==> src/pkg/bfr_pkg.sv <==
`default_nettype none

package bfr_pkg;

	// ----------------------------------------------------------------
	// clock and timing
	// ----------------------------------------------------------------
	localparam int unsigned CLK_HZ = 100_000_000;
	localparam int unsigned CLK_PERIOD_NS = 10;
	localparam int unsigned MARK_HZ = 131_250;
	localparam int unsigned SPACE_HZ = 143_750;
	localparam int unsigned SAMPLE_HZ = 300_000;
	localparam int unsigned BIT_PERIOD_NS = 5_120_000;
	localparam int unsigned DEC_PER_BIT = 3;
	localparam int unsigned TIMEOUT_MS = 3000;
	// sample period is a longest time: round down
	localparam int unsigned SAMPLE_DIV = CLK_HZ / SAMPLE_HZ;
	// decision period: nearest whole count to a third of a bit
	localparam int unsigned DEC_DIV = (BIT_PERIOD_NS + (DEC_PER_BIT * CLK_PERIOD_NS) / 2)
		/ (DEC_PER_BIT * CLK_PERIOD_NS);
	localparam int unsigned TIMEOUT_CYC = TIMEOUT_MS * (CLK_HZ / 1000);

	// ----------------------------------------------------------------
	// frame format
	// ----------------------------------------------------------------
	localparam int unsigned WORD_LENGTH = 11;
	localparam int unsigned WORDS_PER_FRAME = 3;
	localparam int unsigned FRAME_BITS = WORD_LENGTH * WORDS_PER_FRAME;
	localparam int PKT_ONE_SUM = 3;
	localparam int PKT_ZERO_SUM = -3;

	// ----------------------------------------------------------------
	// register map
	// ----------------------------------------------------------------
	localparam logic [7:0] CTRL_OFS = 8'h00;
	localparam logic [7:0] STATUS_OFS = 8'h04;
	localparam logic [7:0] SUMS_OFS = 8'h08;
	localparam int unsigned CTRL_RUN_BIT = 0;
	localparam int unsigned CTRL_THR_LSB = 8;
	localparam logic [7:0] THRESH_RST = 8'h1A;
	localparam int unsigned ST_DONE_BIT = 0;
	localparam int unsigned ST_TMO_BIT = 1;
	localparam int unsigned ST_ONE_BIT = 2;
	localparam int unsigned ST_ZERO_BIT = 3;
	localparam int unsigned ST_STATE_LSB = 4;
	localparam int unsigned ST_RXEN_BIT = 6;
	localparam int unsigned ST_BITCNT_LSB = 8;
	localparam int unsigned ST_W1_LSB = 16;
	localparam int unsigned ST_W0_LSB = 20;
	localparam int unsigned SUM_PKT_LSB = 24;

	typedef enum logic [1:0] {
		ST_IDLE = 2'b00,
		ST_RECV = 2'b01,
		ST_PACK = 2'b10,
		ST_IND = 2'b11
	} bfr_state_t;

endpackage : bfr_pkg

`default_nettype wire

==> src/core/bfr_receiver.sv <==
`timescale 1ns/10ps
`default_nettype none

module bfr_receiver #(
	parameter int unsigned ADC_W = 12,
	parameter int unsigned MARK_HZ = bfr_pkg::MARK_HZ,
	parameter int unsigned SPACE_HZ = bfr_pkg::SPACE_HZ,
	parameter int unsigned DEC_DIV = bfr_pkg::DEC_DIV,
	parameter int unsigned TIMEOUT_CYC = bfr_pkg::TIMEOUT_CYC
) (
	// clock and reset
	input wire logic ref_clk_i,
	input wire logic rst_i,
	input wire logic clk_en_i,
	// adc sample pins
	input wire logic [ADC_W-1:0] adc_data_i,
	// register port
	input wire logic [7:0] reg_addr_i,
	input wire logic [31:0] reg_wdata_i,
	input wire logic reg_wr_i,
	input wire logic reg_rd_i,
	output logic [31:0] reg_rdata_o,
	// front end and indicators
	output logic rx_path_en_o,
	output logic one_pkt_o,
	output logic zero_pkt_o
);

	// ----------------------------------------------------------------
	// constants
	// ----------------------------------------------------------------
	localparam int unsigned FB = bfr_pkg::FRAME_BITS;
	localparam int unsigned WL = bfr_pkg::WORD_LENGTH;
	localparam int unsigned NW = bfr_pkg::WORDS_PER_FRAME;
	localparam logic [31:0] MARK_INC =
		32'((64'(MARK_HZ) << 32) / 64'(bfr_pkg::SAMPLE_HZ));
	localparam logic [31:0] SPACE_INC =
		32'((64'(SPACE_HZ) << 32) / 64'(bfr_pkg::SAMPLE_HZ));
	localparam int unsigned TOP_HZ = (MARK_HZ > SPACE_HZ) ? MARK_HZ : SPACE_HZ;
	// tones above half the sample rate are never reported
	localparam bit NYQ_OK = bfr_pkg::SAMPLE_HZ >= 2 * TOP_HZ;
	localparam logic [8:0] SDIV_M1 = 9'(bfr_pkg::SAMPLE_DIV - 1);
	localparam logic [17:0] DDIV_M1 = 18'(DEC_DIV - 1);
	localparam logic [28:0] TMO_M1 = 29'(TIMEOUT_CYC - 1);
	localparam logic [5:0] FB_N = 6'(FB);

	// ----------------------------------------------------------------
	// helpers
	// ----------------------------------------------------------------
	function automatic logic [31:0] abs32(input logic signed [31:0] v);
		return v[31] ? 32'(-v) : 32'(v);
	endfunction : abs32

	function automatic logic signed [31:0] corr_step(input logic signed [31:0] acc,
		input logic signed [ADC_W:0] x, input logic neg);
		return neg ? acc - 32'(x) : acc + 32'(x);
	endfunction : corr_step

	// ----------------------------------------------------------------
	// state
	// ----------------------------------------------------------------
	bfr_pkg::bfr_state_t state_q;
	logic [ADC_W-1:0] adc_m_q;
	logic [ADC_W-1:0] adc_s_q;
	logic run_q;
	logic [7:0] thr_q;
	logic [8:0] samp_cnt_q;
	logic [17:0] dec_cnt_q;
	logic [28:0] tmo_cnt_q;
	logic [31:0] mark_ph_q;
	logic [31:0] space_ph_q;
	logic signed [31:0] mi_q;
	logic signed [31:0] mq_q;
	logic signed [31:0] si_q;
	logic signed [31:0] sq_q;
	logic [31:0] en_q;
	logic [1:0] run_len_q;
	logic last_tone_q;
	logic signed [1:0] bitbuf_q [FB];
	logic [5:0] bit_cnt_q;
	logic signed [5:0] wsum_q [NW];
	logic signed [7:0] pkt_sum_q;
	logic done_q;
	logic tmo_q;
	logic tmo_evt_q;
	logic samp_tick;
	logic dec_tick;
	logic buf_full;
	logic tmo_hit;
	logic signed [ADC_W:0] x_s;
	logic [32:0] mark_mag;
	logic [32:0] space_mag;
	logic [40:0] thr_prod;
	logic hit;
	logic tone;
	logic [1:0] run_len_d;
	logic append;
	logic signed [5:0] wsum_d [NW];
	logic signed [7:0] pkt_sum_d;
	logic st_wr;

	// ----------------------------------------------------------------
	// input synchroniser
	// ----------------------------------------------------------------
	always_ff @(posedge ref_clk_i) begin
		if (rst_i) begin
			adc_m_q <= '0;
			adc_s_q <= '0;
		end else if (clk_en_i) begin
			adc_m_q <= adc_data_i;
			adc_s_q <= adc_m_q;
		end
	end

	// ----------------------------------------------------------------
	// tick and timeout generation
	// ----------------------------------------------------------------
	assign buf_full = bit_cnt_q == FB_N;
	assign samp_tick = clk_en_i && state_q == bfr_pkg::ST_RECV && samp_cnt_q == SDIV_M1;
	assign dec_tick = clk_en_i && state_q == bfr_pkg::ST_RECV && dec_cnt_q == DDIV_M1;
	assign tmo_hit = state_q == bfr_pkg::ST_RECV && tmo_cnt_q == TMO_M1;

	always_ff @(posedge ref_clk_i) begin
		if (rst_i) begin
			samp_cnt_q <= '0;
			dec_cnt_q <= '0;
			tmo_cnt_q <= '0;
		end else if (clk_en_i) begin
			// clear on the stopping edge too, so the timer reads zero once stopped
			if (state_q != bfr_pkg::ST_RECV || buf_full || tmo_hit) begin
				samp_cnt_q <= '0;
				dec_cnt_q <= '0;
				tmo_cnt_q <= '0;
			end else begin
				samp_cnt_q <= samp_tick ? 9'h000 : samp_cnt_q + 9'h001;
				dec_cnt_q <= dec_tick ? 18'h0_0000 : dec_cnt_q + 18'h0_0001;
				tmo_cnt_q <= tmo_cnt_q + 29'h0000_0001;
			end
		end
	end

	// ----------------------------------------------------------------
	// correlator
	// ----------------------------------------------------------------
	// remove mid-scale offset
	assign x_s = $signed({1'b0, adc_s_q}) - $signed({2'b01, {(ADC_W - 1){1'b0}}});

	// square-wave references in phase and quadrature
	always_ff @(posedge ref_clk_i) begin
		if (rst_i) begin
			mark_ph_q <= '0;
			space_ph_q <= '0;
			mi_q <= '0;
			mq_q <= '0;
			si_q <= '0;
			sq_q <= '0;
			en_q <= '0;
		end else if (clk_en_i) begin
			if (state_q != bfr_pkg::ST_RECV || dec_tick) begin
				mi_q <= '0;
				mq_q <= '0;
				si_q <= '0;
				sq_q <= '0;
				en_q <= '0;
			end else if (samp_tick) begin
				mark_ph_q <= mark_ph_q + MARK_INC;
				space_ph_q <= space_ph_q + SPACE_INC;
				mi_q <= corr_step(mi_q, x_s, mark_ph_q[31]);
				mq_q <= corr_step(mq_q, x_s, mark_ph_q[31] ^ mark_ph_q[30]);
				si_q <= corr_step(si_q, x_s, space_ph_q[31]);
				sq_q <= corr_step(sq_q, x_s, space_ph_q[31] ^ space_ph_q[30]);
				en_q <= en_q + abs32(32'(x_s));
			end
		end
	end

	// ----------------------------------------------------------------
	// tone decision
	// ----------------------------------------------------------------
	assign mark_mag = 33'(abs32(mi_q)) + 33'(abs32(mq_q));
	assign space_mag = 33'(abs32(si_q)) + 33'(abs32(sq_q));
	assign tone = mark_mag >= space_mag;
	// threshold is an 8-bit fraction, always in [0, 1)
	assign thr_prod = 41'(en_q) * 41'(thr_q);
	// larger magnitude, normalised by energy, must beat the threshold
	assign hit = NYQ_OK && ({tone ? mark_mag : space_mag, 8'h00} > thr_prod);

	// a bit needs two decision ticks of one tone; the third resets
	always_comb begin
		run_len_d = 2'd0;
		if (hit) begin
			run_len_d = (tone == last_tone_q && run_len_q != 2'd0) ? run_len_q + 2'd1 : 2'd1;
		end
		if (run_len_d == 2'd3) begin
			run_len_d = 2'd0;
		end
	end

	assign append = dec_tick && hit && run_len_d == 2'd2 && !buf_full;

	always_ff @(posedge ref_clk_i) begin
		if (rst_i) begin
			run_len_q <= '0;
			last_tone_q <= 1'b0;
		end else if (clk_en_i) begin
			if (state_q != bfr_pkg::ST_RECV) begin
				run_len_q <= '0;
			end else if (dec_tick) begin
				run_len_q <= run_len_d;
				last_tone_q <= tone;
			end
		end
	end

	// ----------------------------------------------------------------
	// bit buffer
	// ----------------------------------------------------------------
	// thirty-three signed entries, cleared after packetizing
	always_ff @(posedge ref_clk_i) begin
		if (rst_i) begin
			bit_cnt_q <= '0;
			for (int i = 0; i < FB; i++) begin
				bitbuf_q[i] <= '0;
			end
		end else if (clk_en_i) begin
			if (state_q == bfr_pkg::ST_PACK) begin
				bit_cnt_q <= '0;
				for (int i = 0; i < FB; i++) begin
					bitbuf_q[i] <= '0;
				end
			end else if (append) begin
				bitbuf_q[bit_cnt_q] <= tone ? 2'sd1 : -2'sd1;
				bit_cnt_q <= bit_cnt_q + 6'd1;
			end
		end
	end

	// ----------------------------------------------------------------
	// packetizer
	// ----------------------------------------------------------------
	// word totals and packet total
	always_comb begin
		pkt_sum_d = '0;
		for (int w = 0; w < NW; w++) begin
			wsum_d[w] = '0;
			for (int b = 0; b < WL; b++) begin
				wsum_d[w] = wsum_d[w] + 6'(bitbuf_q[w * WL + b]);
			end
			pkt_sum_d = pkt_sum_d + 8'(wsum_d[w]);
		end
	end

	always_ff @(posedge ref_clk_i) begin
		if (rst_i) begin
			pkt_sum_q <= '0;
			for (int w = 0; w < NW; w++) begin
				wsum_q[w] <= '0;
			end
		end else if (clk_en_i && state_q == bfr_pkg::ST_PACK) begin
			pkt_sum_q <= pkt_sum_d;
			for (int w = 0; w < NW; w++) begin
				wsum_q[w] <= wsum_d[w];
			end
		end
	end

	// ----------------------------------------------------------------
	// control state machine
	// ----------------------------------------------------------------
	always_ff @(posedge ref_clk_i) begin
		if (rst_i) begin
			state_q <= bfr_pkg::ST_IDLE;
			tmo_evt_q <= 1'b0;
		end else if (clk_en_i) begin
			case (state_q)
				bfr_pkg::ST_IDLE: begin
					// path already open before reception starts
					if (run_q && rx_path_en_o) begin
						state_q <= bfr_pkg::ST_RECV;
					end
				end
				bfr_pkg::ST_RECV: begin
					if (buf_full) begin
						state_q <= bfr_pkg::ST_PACK;
						tmo_evt_q <= 1'b0;
					// no packet in time stops reception
					end else if (tmo_hit) begin
						state_q <= bfr_pkg::ST_IND;
						tmo_evt_q <= 1'b1;
					end
				end
				bfr_pkg::ST_PACK: begin
					state_q <= bfr_pkg::ST_IND;
				end
				bfr_pkg::ST_IND: begin
					// restart only once indication is issued
					state_q <= (run_q && rx_path_en_o) ? bfr_pkg::ST_RECV : bfr_pkg::ST_IDLE;
				end
				default: begin
					state_q <= bfr_pkg::ST_IDLE;
				end
			endcase
		end
	end

	// ----------------------------------------------------------------
	// indication
	// ----------------------------------------------------------------
	// one cycle pulse per indication
	always_ff @(posedge ref_clk_i) begin
		if (rst_i) begin
			one_pkt_o <= 1'b0;
			zero_pkt_o <= 1'b0;
		end else if (clk_en_i) begin
			one_pkt_o <= 1'b0;
			zero_pkt_o <= 1'b0;
			if (state_q == bfr_pkg::ST_IND) begin
				one_pkt_o <= tmo_evt_q || pkt_sum_q != 8'(bfr_pkg::PKT_ZERO_SUM);
				zero_pkt_o <= tmo_evt_q || pkt_sum_q != 8'(bfr_pkg::PKT_ONE_SUM);
			end
		end
	end

	// ----------------------------------------------------------------
	// registers
	// ----------------------------------------------------------------
	assign st_wr = reg_wr_i && reg_addr_i == bfr_pkg::STATUS_OFS;

	always_ff @(posedge ref_clk_i) begin
		if (rst_i) begin
			run_q <= 1'b0;
			thr_q <= bfr_pkg::THRESH_RST;
			rx_path_en_o <= 1'b0;
		end else if (clk_en_i) begin
			// receive path follows the run bit
			rx_path_en_o <= run_q;
			if (reg_wr_i && reg_addr_i == bfr_pkg::CTRL_OFS) begin
				run_q <= reg_wdata_i[bfr_pkg::CTRL_RUN_BIT];
				thr_q <= reg_wdata_i[bfr_pkg::CTRL_THR_LSB +: 8];
			end
		end
	end

	// sticky flags, write one to clear, set wins
	always_ff @(posedge ref_clk_i) begin
		if (rst_i) begin
			done_q <= 1'b0;
			tmo_q <= 1'b0;
		end else if (clk_en_i) begin
			if (state_q == bfr_pkg::ST_RECV && buf_full) begin
				done_q <= 1'b1;
			end else if (st_wr && reg_wdata_i[bfr_pkg::ST_DONE_BIT]) begin
				done_q <= 1'b0;
			end
			if (state_q == bfr_pkg::ST_RECV && !buf_full && tmo_hit) begin
				tmo_q <= 1'b1;
			end else if (st_wr && reg_wdata_i[bfr_pkg::ST_TMO_BIT]) begin
				tmo_q <= 1'b0;
			end
		end
	end

	always_ff @(posedge ref_clk_i) begin
		if (rst_i) begin
			reg_rdata_o <= 32'h0000_0000;
		end else if (clk_en_i) begin
			reg_rdata_o <= 32'h0000_0000;
			if (reg_rd_i && reg_addr_i == bfr_pkg::CTRL_OFS) begin
				reg_rdata_o[bfr_pkg::CTRL_RUN_BIT] <= run_q;
				reg_rdata_o[bfr_pkg::CTRL_THR_LSB +: 8] <= thr_q;
			end else if (reg_rd_i && reg_addr_i == bfr_pkg::STATUS_OFS) begin
				reg_rdata_o[bfr_pkg::ST_DONE_BIT] <= done_q;
				reg_rdata_o[bfr_pkg::ST_TMO_BIT] <= tmo_q;
				reg_rdata_o[bfr_pkg::ST_ONE_BIT] <= pkt_sum_q == 8'(bfr_pkg::PKT_ONE_SUM);
				reg_rdata_o[bfr_pkg::ST_ZERO_BIT] <= pkt_sum_q == 8'(bfr_pkg::PKT_ZERO_SUM);
				reg_rdata_o[bfr_pkg::ST_STATE_LSB +: 2] <= state_q;
				reg_rdata_o[bfr_pkg::ST_RXEN_BIT] <= rx_path_en_o;
				reg_rdata_o[bfr_pkg::ST_BITCNT_LSB +: 6] <= bit_cnt_q;
				for (int w = 0; w < NW; w++) begin
					reg_rdata_o[bfr_pkg::ST_W1_LSB + w] <= wsum_q[w] == 6'sd1;
					reg_rdata_o[bfr_pkg::ST_W0_LSB + w] <= wsum_q[w] == -6'sd1;
				end
			end else if (reg_rd_i && reg_addr_i == bfr_pkg::SUMS_OFS) begin
				reg_rdata_o[7:0] <= 8'(wsum_q[0]);
				reg_rdata_o[15:8] <= 8'(wsum_q[1]);
				reg_rdata_o[23:16] <= 8'(wsum_q[2]);
				reg_rdata_o[bfr_pkg::SUM_PKT_LSB +: 8] <= pkt_sum_q;
			end
		end
	end

	// ----------------------------------------------------------------
	// assertions
	// ----------------------------------------------------------------
	path_open_a: assert property (@(posedge ref_clk_i) disable iff (rst_i)
		state_q == bfr_pkg::ST_RECV |-> rx_path_en_o)
		else $error("receiving with path closed");
	samp_period_a: assert property (@(posedge ref_clk_i) disable iff (rst_i)
		samp_tick |=> !samp_tick && samp_cnt_q == 9'h000)
		else $error("sample divider wrong");
	dec_period_a: assert property (@(posedge ref_clk_i) disable iff (rst_i)
		dec_tick |=> dec_cnt_q == 18'h0_0000 && en_q == 32'h0000_0000)
		else $error("decision tick did not restart window");
	ticks_halt_a: assert property (@(posedge ref_clk_i) disable iff (rst_i)
		state_q != bfr_pkg::ST_RECV |-> !samp_tick && !dec_tick && tmo_cnt_q == 29'h0000_0000)
		else $error("ticks or timer running while stopped");
	full_flag_a: assert property (@(posedge ref_clk_i) disable iff (rst_i)
		clk_en_i && state_q == bfr_pkg::ST_RECV && buf_full
		|=> state_q == bfr_pkg::ST_PACK && done_q)
		else $error("full buffer not flagged");
	timeout_stop_a: assert property (@(posedge ref_clk_i) disable iff (rst_i)
		clk_en_i && tmo_hit && !buf_full |=> state_q == bfr_pkg::ST_IND && tmo_q && tmo_evt_q)
		else $error("timeout did not stop reception");
	buf_clear_a: assert property (@(posedge ref_clk_i) disable iff (rst_i)
		clk_en_i && state_q == bfr_pkg::ST_PACK
		|=> bit_cnt_q == 6'd0 && bitbuf_q[0] == 2'sd0 && bitbuf_q[FB - 1] == 2'sd0)
		else $error("buffer not cleared");
	tmo_both_a: assert property (@(posedge ref_clk_i) disable iff (rst_i)
		clk_en_i && state_q == bfr_pkg::ST_IND && tmo_evt_q |=> one_pkt_o && zero_pkt_o)
		else $error("timeout did not pulse both");
	one_pkt_a: assert property (@(posedge ref_clk_i) disable iff (rst_i)
		clk_en_i && state_q == bfr_pkg::ST_IND && !tmo_evt_q && pkt_sum_q == 8'sd3
		|=> one_pkt_o && !zero_pkt_o)
		else $error("one-packet misindicated");
	restart_a: assert property (@(posedge ref_clk_i) disable iff (rst_i)
		state_q == bfr_pkg::ST_RECV && $past(state_q) != bfr_pkg::ST_RECV
		|-> $past(state_q) == bfr_pkg::ST_IND || $past(state_q) == bfr_pkg::ST_IDLE)
		else $error("reception restarted early");
	cov_packet_c: cover property (@(posedge ref_clk_i) disable iff (rst_i)
		state_q == bfr_pkg::ST_PACK);
	cov_timeout_c: cover property (@(posedge ref_clk_i) disable iff (rst_i)
		tmo_evt_q && one_pkt_o && zero_pkt_o);
	cov_zero_c: cover property (@(posedge ref_clk_i) disable iff (rst_i)
		zero_pkt_o && !one_pkt_o);

endmodule : bfr_receiver

`default_nettype wire

==> config.mk <==
export PLATFORM = sky130hd
export DESIGN_NAME = bfr_receiver
export DESIGN_NICKNAME = d
export VERILOG_FILES = /design/src/pkg/bfr_pkg.sv /design/src/core/bfr_receiver.sv
export SDC_FILE = /design/constraint.sdc
export NUM_CORES = 2
export LEC_CHECK = 0
export CELL_PAD_IN_SITES_DETAIL_PLACEMENT = 1
export CELL_PAD_IN_SITES_GLOBAL_PLACEMENT = 1
export CORE_ASPECT_RATIO = 1.5
export CORE_MARGIN = 10
export CORE_UTILIZATION = 44
export CTS_CLUSTER_SIZE = 8
export DETAILED_ROUTE_END_ITERATION = 8
export DONT_BUFFER_PORTS = 1
export PLACE_DENSITY = 0.76
export SLEW_MARGIN = 10
export SYNTH_ARGS = -nofsm -noshare
export SYNTH_HDL_FRONTEND = slang
export SYNTH_SLANG_ARGS = --single-unit
==> constraint.sdc <==
create_clock -name ref_clk_i -period 30 [get_ports ref_clk_i]
set_input_delay 4.5 -clock ref_clk_i [delete_from_list [all_inputs] [get_ports ref_clk_i]]
set_output_delay 4.5 -clock ref_clk_i [all_outputs]
set_load 0.01 [all_outputs]
== Word-level counts from Yosys, hierarchy flattened ==
Memory sizes are Yosys's and may differ from the RTL's.
Cells that the tools add are included.
Widths: inputs -> output; s select.
Storage, ports and cells
  register bits: 370
  RAM bits: 84
  output and inout port bits: 35
  memories kept: 2
Memories
  bitbuf_q: words 33, bits a word 2, read ports 33, clocked after memory_dff 0, wr ports 33, RTL line bfr_receiver.sv:79  | logic signed [1:0] bitbuf_q [FB];
  wsum_q: words 3, bits a word 6, read ports 3, clocked after memory_dff 0, wr ports 3, RTL line bfr_receiver.sv:81  | logic signed [5:0] wsum_q [NW];
Operators by class
  add/subtract/negate cells: 56
  $mul: 1
  magnitude comparators: 2
  equal/unequal tests: 25
  mux-type cells: 112
  bitwise logic cells: 40
  reduce and logical (&&, ||, !) cells: 46
Operators with widths (count)
  $mux 32: 20
  $add 32x13->32: 4
  $neg 32->32: 4
  $sub 32x13->32: 4
  $add 6x2->6: 18
  $mux 2: 44
  $add 32x32->33: 2
  $add 32x31->32 const B: 2
  $mux 6: 7
  $gt 41x40->1: 1
  $mul 32x8->40: 1
  $mux 18: 2
  $or 1x1->1: 36
  $ge 33x33->1: 1
  $mux 33: 1
  $add 32x32->32: 1
  $neg 13->32: 1
  $add 29x1->29 const B: 1
  $eq 29x29->1 const B: 1
  $mux 29: 1
  $mux 1: 27
  $mux 9: 3
  $eq 8x3->1 const B: 3
  $logic_and 1x1->1: 20
  other kinds (39): 77

== Longest topological paths before layout ==
  depth after elaboration: 20
  mapped depth: 50
  depth with buffers taken out: 45

== Worst setup path before layout ==
Ideal clock, no wire load.
  kind: flip-flop to flip-flop
  from: reg si_q[1]
  to: mem bitbuf_q[20][1] (enable)
  library setup time: 0.303 ns
  arrival time: 9.727 ns
  required time: 29.697 ns
  path slack: 19.970 ns
  cell stages (with the launch flop): 49
  clock period less this slack: 10.030 ns
  cells stage by stage: dfxtp_1 -> inv_1 -> ha_1 -> nand2_1 -> or3_1 -> or4_1 -> or3_1 -> o21ai_0 -> xnor2_1 -> ha_1 -> a21o_1 -> a21o_1 -> or3_1 -> o221a_2 -> o31ai_1 -> a2111oi_0 -> o21ai_0 -> a21o_1 -> (+13 left out) -> o21ai_0 -> ha_1 -> a21o_1 -> a21o_1 -> a21o_1 -> a21o_1 -> a21o_1 -> a21oi_1 -> nor2b_1 -> a2111oi_0 -> or4_1 -> o21ai_2 -> nand4b_4 -> buf_6 -> or2_1 -> buf_2 -> buf_6 -> o21ai_1
RTL lines
  start, declared: RTL line bfr_receiver.sv:74  | logic signed [31:0] si_q;
  start signal, assigned: RTL line bfr_receiver.sv:170  | si_q <= corr_step(si_q, x_s, space_ph_q[31]);
  end, declared: RTL line bfr_receiver.sv:79

==> impl_summary.log <==
INFO  metric outcome = complete, no violations
INFO  metric ioPinCount = about 90
INFO  metric synth_area_leaders = dfxtp_1, fa_1, ha_1
INFO  metric tightest_slew = about 1.2 ns
INFO  metric layout.filler_cells = approximately 12,000
INFO  metric synth-seq-cells = about 430
INFO  metric asyncSetResetFlopFracSynth = 0%
INFO  metric whs = 0.460 ns
INFO  metric synthesis.area_per_instance = between 8 and 9 sq um
INFO  metric synthMostInstantiatedCell = nor2_1
INFO  metric clk_root_buffer_cell = clkbuf_16
INFO  metric largest_net_degree_at_the_start_of_global_routing = 243
INFO  metric total_leakage_power = between 0.02 and 0.025 uW
INFO  metric route.final.wire_length = 136,000 um
INFO  metric crit_path_start_kind = flop
INFO  metric final_layout_size_suffix_gt1_share = between 3 and 4%
INFO  metric drc = 0
INFO  metric clock-sinks = 425
INFO  metric synthFlopType = dfxtp_1
INFO  metric post-cts-setup-buffer-count = 0
INFO  metric placement_rows = 139
INFO  metric firstDrtPassIters = 5
INFO  metric grt_usage = approximately 25%
INFO  metric synthToLayoutAreaGrowth = 6.25%
INFO  metric critical_path_required = slightly above 30 ns
INFO  metric grt-ovfl-total = 0
INFO  metric timing.max_cap.violations = 0
INFO  metric route.vias.total = about 37,000
INFO  metric post_synth_most_frequent_cells = nor2_1, nand2_1, ha_1, inv_1, dfxtp_1
INFO  metric clkTransAtPathRegs = roughly 0.050 ns
INFO  metric worst_skew_pair.late_latency = about 0.65 ns
INFO  metric power.density_cell_area = 38.7 nW/um^2
INFO  metric avgRoutedWirePerCell = roughly 21 um
INFO  metric floorplan.die.width = 273 um
INFO  metric post_detailed_placement_cell_area = between 40,000 and 50,000 sq um
INFO  metric cp_slowest_stage_delay = roughly 0.64 ns
INFO  metric critPathKind = flop to flop
INFO  metric timing_hold_violations_final = 0
INFO  metric fmaxAchievable = 74.5 MHz
INFO  metric ctsHtreeMaxLevel = 2
INFO  metric ir_drop = ~0.16 mV
INFO  metric postCtsHoldBufs = 0
INFO  metric nNetsFinal = ~5,800
INFO  metric min_path_type = flop to flop
INFO  metric gp_congestion = ~0.92
INFO  metric vias_per_cell = about 6
INFO  metric design_area = about 45,000 sq um
INFO  metric timing.final.ws_setup = ~17 ns
INFO  metric final-setup-viol-count = 0
INFO  metric drv_slew = 0
INFO  metric mappedNetlistArea = 42,300 sq um
INFO  metric grt_pass1_vias = around 41,000
INFO  metric cts_tree = yes
INFO  metric cts-root-to-sink-buffers = 3
INFO  metric drt_iter0_drc = roughly 1,500
INFO  metric syn-instance-count = 5,176
INFO  metric fp.coreArea = ~96,000 sq um
INFO  metric synthesis.nets = ~6,000
INFO  metric netlist.area_leader.share = roughly 18%
INFO  metric fin_setup_tns = 0 ns
INFO  metric grt_pass1_wl = 217,000 um
INFO  metric antenna_found_initial = 2
INFO  metric numCtsBuffers = ~60
INFO  metric synth-edff-count = 51
INFO  metric die_h = 400 um
INFO  metric post_synth_num_cell_types = 87
INFO  metric worstSetupEndpointType = flop
INFO  metric slew_headroom = between 10% and 20%
INFO  metric cts-resized-gates = 0
INFO  metric most_frequent_cell_on_the_critical_path = or3_1
INFO  metric synthDominantAreaCellType = dfxtp_1
INFO  metric sequential_cell_area_fraction_in_the_yosys_report = roughly a fifth
INFO  metric finish.utilization = 47.0%
INFO  metric worst_clock_skew = between 0.03 and 0.04 ns
INFO  metric initial_utilization = between 40% and 50%
INFO  metric dpl.hpwl = ~110,000 um
INFO  metric worstPathMaxFanout = between 40 and 50
INFO  metric design.die.area = around 110,000 sq um
INFO  metric timing.final.crit_share = around 45%
INFO  metric cp_data_arrival_time = roughly 14 ns
INFO  metric antenna_violating_nets_post_route = 0
INFO  metric critical_path_top_delay_cell = or4_1
INFO  metric place_worst_setup_slack = 16.62 ns
INFO  metric min_period = around 13 ns
INFO  metric rsz0062_at_grt = false
INFO  metric placement.io_buffers = 0
INFO  metric synthesis.yosys.warnings = 0
registers in the layout, indices dropped and copies added (netlist names), 2 cells and up:
signal and count:
run_len_q 2, bit_cnt_q 6, space_ph_q 31, wsum_q 18, bitbuf_q 66, adc_s_q 12, mark_ph_q 4, tmo_cnt_q 29
samp_cnt_q 9, sq_q 32, pkt_sum_q 8, en_q 32, reg_rdata_o 32, state_q 2, thr_q 8, mi_q 32
mq_q 32, dec_cnt_q 18, adc_m_q 12, si_q 32
per-layer routing:
| layer | routed length [um] | vias to the layer above | share of wire (%) | GRT usage [%] |
|---|---|---|---|---|
| met5 | 18 | - | 0.013 | 0 |
| met4 | 7310 | 2 | 5.4 | 12.4 |
| met3 | 4500 | 299 | 3.3 | 2.70 |
| met2 | 72400 | 673 | 53 | 47.9 |
| met1 | 51300 | 18700 | 38 | 26.1 |
| li1 | - | 17500 | - | - |
worst paths after layout:
kind	endpoint	slack (ns)	cells past startpoint	start
setup / recovery	bitbuf_q[16][1]	16.58	42	sq_q[1]
hold / removal	run_len_q[1]	0.46	2	run_len_q[1]
hold reg to reg	run_len_q[1]	0.46	2	run_len_q[1]
setup reg to reg	bitbuf_q[16][1]	16.58	42	sq_q[1]
area by class of cell:
type,count,area [sq um],share of cell area (%)
antenna,1,2.50,0.00557
inverter,398,1490,3.33
multi-input combinational,4115,30900,68.7
tap,1269,1590,3.53
timing repair buffer,42,315,0.702
clock inverter,3,68.8,0.153
clock buffer,83,1590,3.53
sequential,425,9020,20.1
worst max-delay path, delay by kind of cell (launching register included):
| family | cells | cell delay (ns) |
|---|---|---|
| and+or+nand+nor | 14 | 5.02 |
| DFF | 1 | 0.34 |
| buffers and inverters | 2 | 0.63 |
| xor gates and xnor gates | 2 | 0.36 |
| adders and majority gates | 4 | 1.21 |
| AOI/OAI and AO/OA | 20 | 5.50 |
cells in the final DEF, fill, tap and decap left out, types with 14 or more instances in the layout:
cell type	instances
nand2_1	506
edfxtp_1	51
and2_1	134
inv_1	397
o31ai_1	64
a22oi_1	102
a21o_1	128
fa_1	266
a21oi_1	303
o41ai_1	21
xnor2_1	300
nand3_1	90
nand4_1	55
xor2_1	155
or3_1	59
clkbuf_16	59
and3_1	27
dfxtp_1	372
nor2b_1	42
buf_4	42
a211oi_1	14
mux2i_1	44
o21bai_1	32
clkbuf_1	22
nor3_1	75
nor4_1	32
o21ai_1	16
o21ai_0	337
nor2_1	512
ha_1	411
or2_2	23
a31oi_1	25
nand2b_1	50
o21a_1	47
or4_1	25
logic make-up (layout without fill, tap and decap cells):
group / Yosys count / count (layout) / share of synthesized area [%]
xor gates and xnor gates: 456 / 456 / 9.44
AOI/OAI and AO/OA: 1235 / 1235 / 18.5
and+or+nand+nor: 1700 / 1700 / 19.0
other: 0 / 1 / 0
muxes: 47 / 47 / 1.12
adders and majority gates: 677 / 677 / 24.8
DFF: 425 / 425 / 21.3
buffers and inverters: 636 / 526 / 5.80
per-stage QoR:
stage	total power, uW	cells
6_report	1740	6336
5_1_grt	1830	6335
4_1_cts	1760	6335
3_5_place_dp	1110	6249
3_3_place_gp	1100	6249
2_1_floorplan	990	5176
where the power goes:
| part | internal (uW) | total [uW] | switching [uW] |
|---|---|---|---|
| combinational | 224 | 519 | 295 |
| clock | 361 | 635 | 274 |
| sequential | 579 | 584 | 4.83 |
Power figures use the tool's default switching activity.
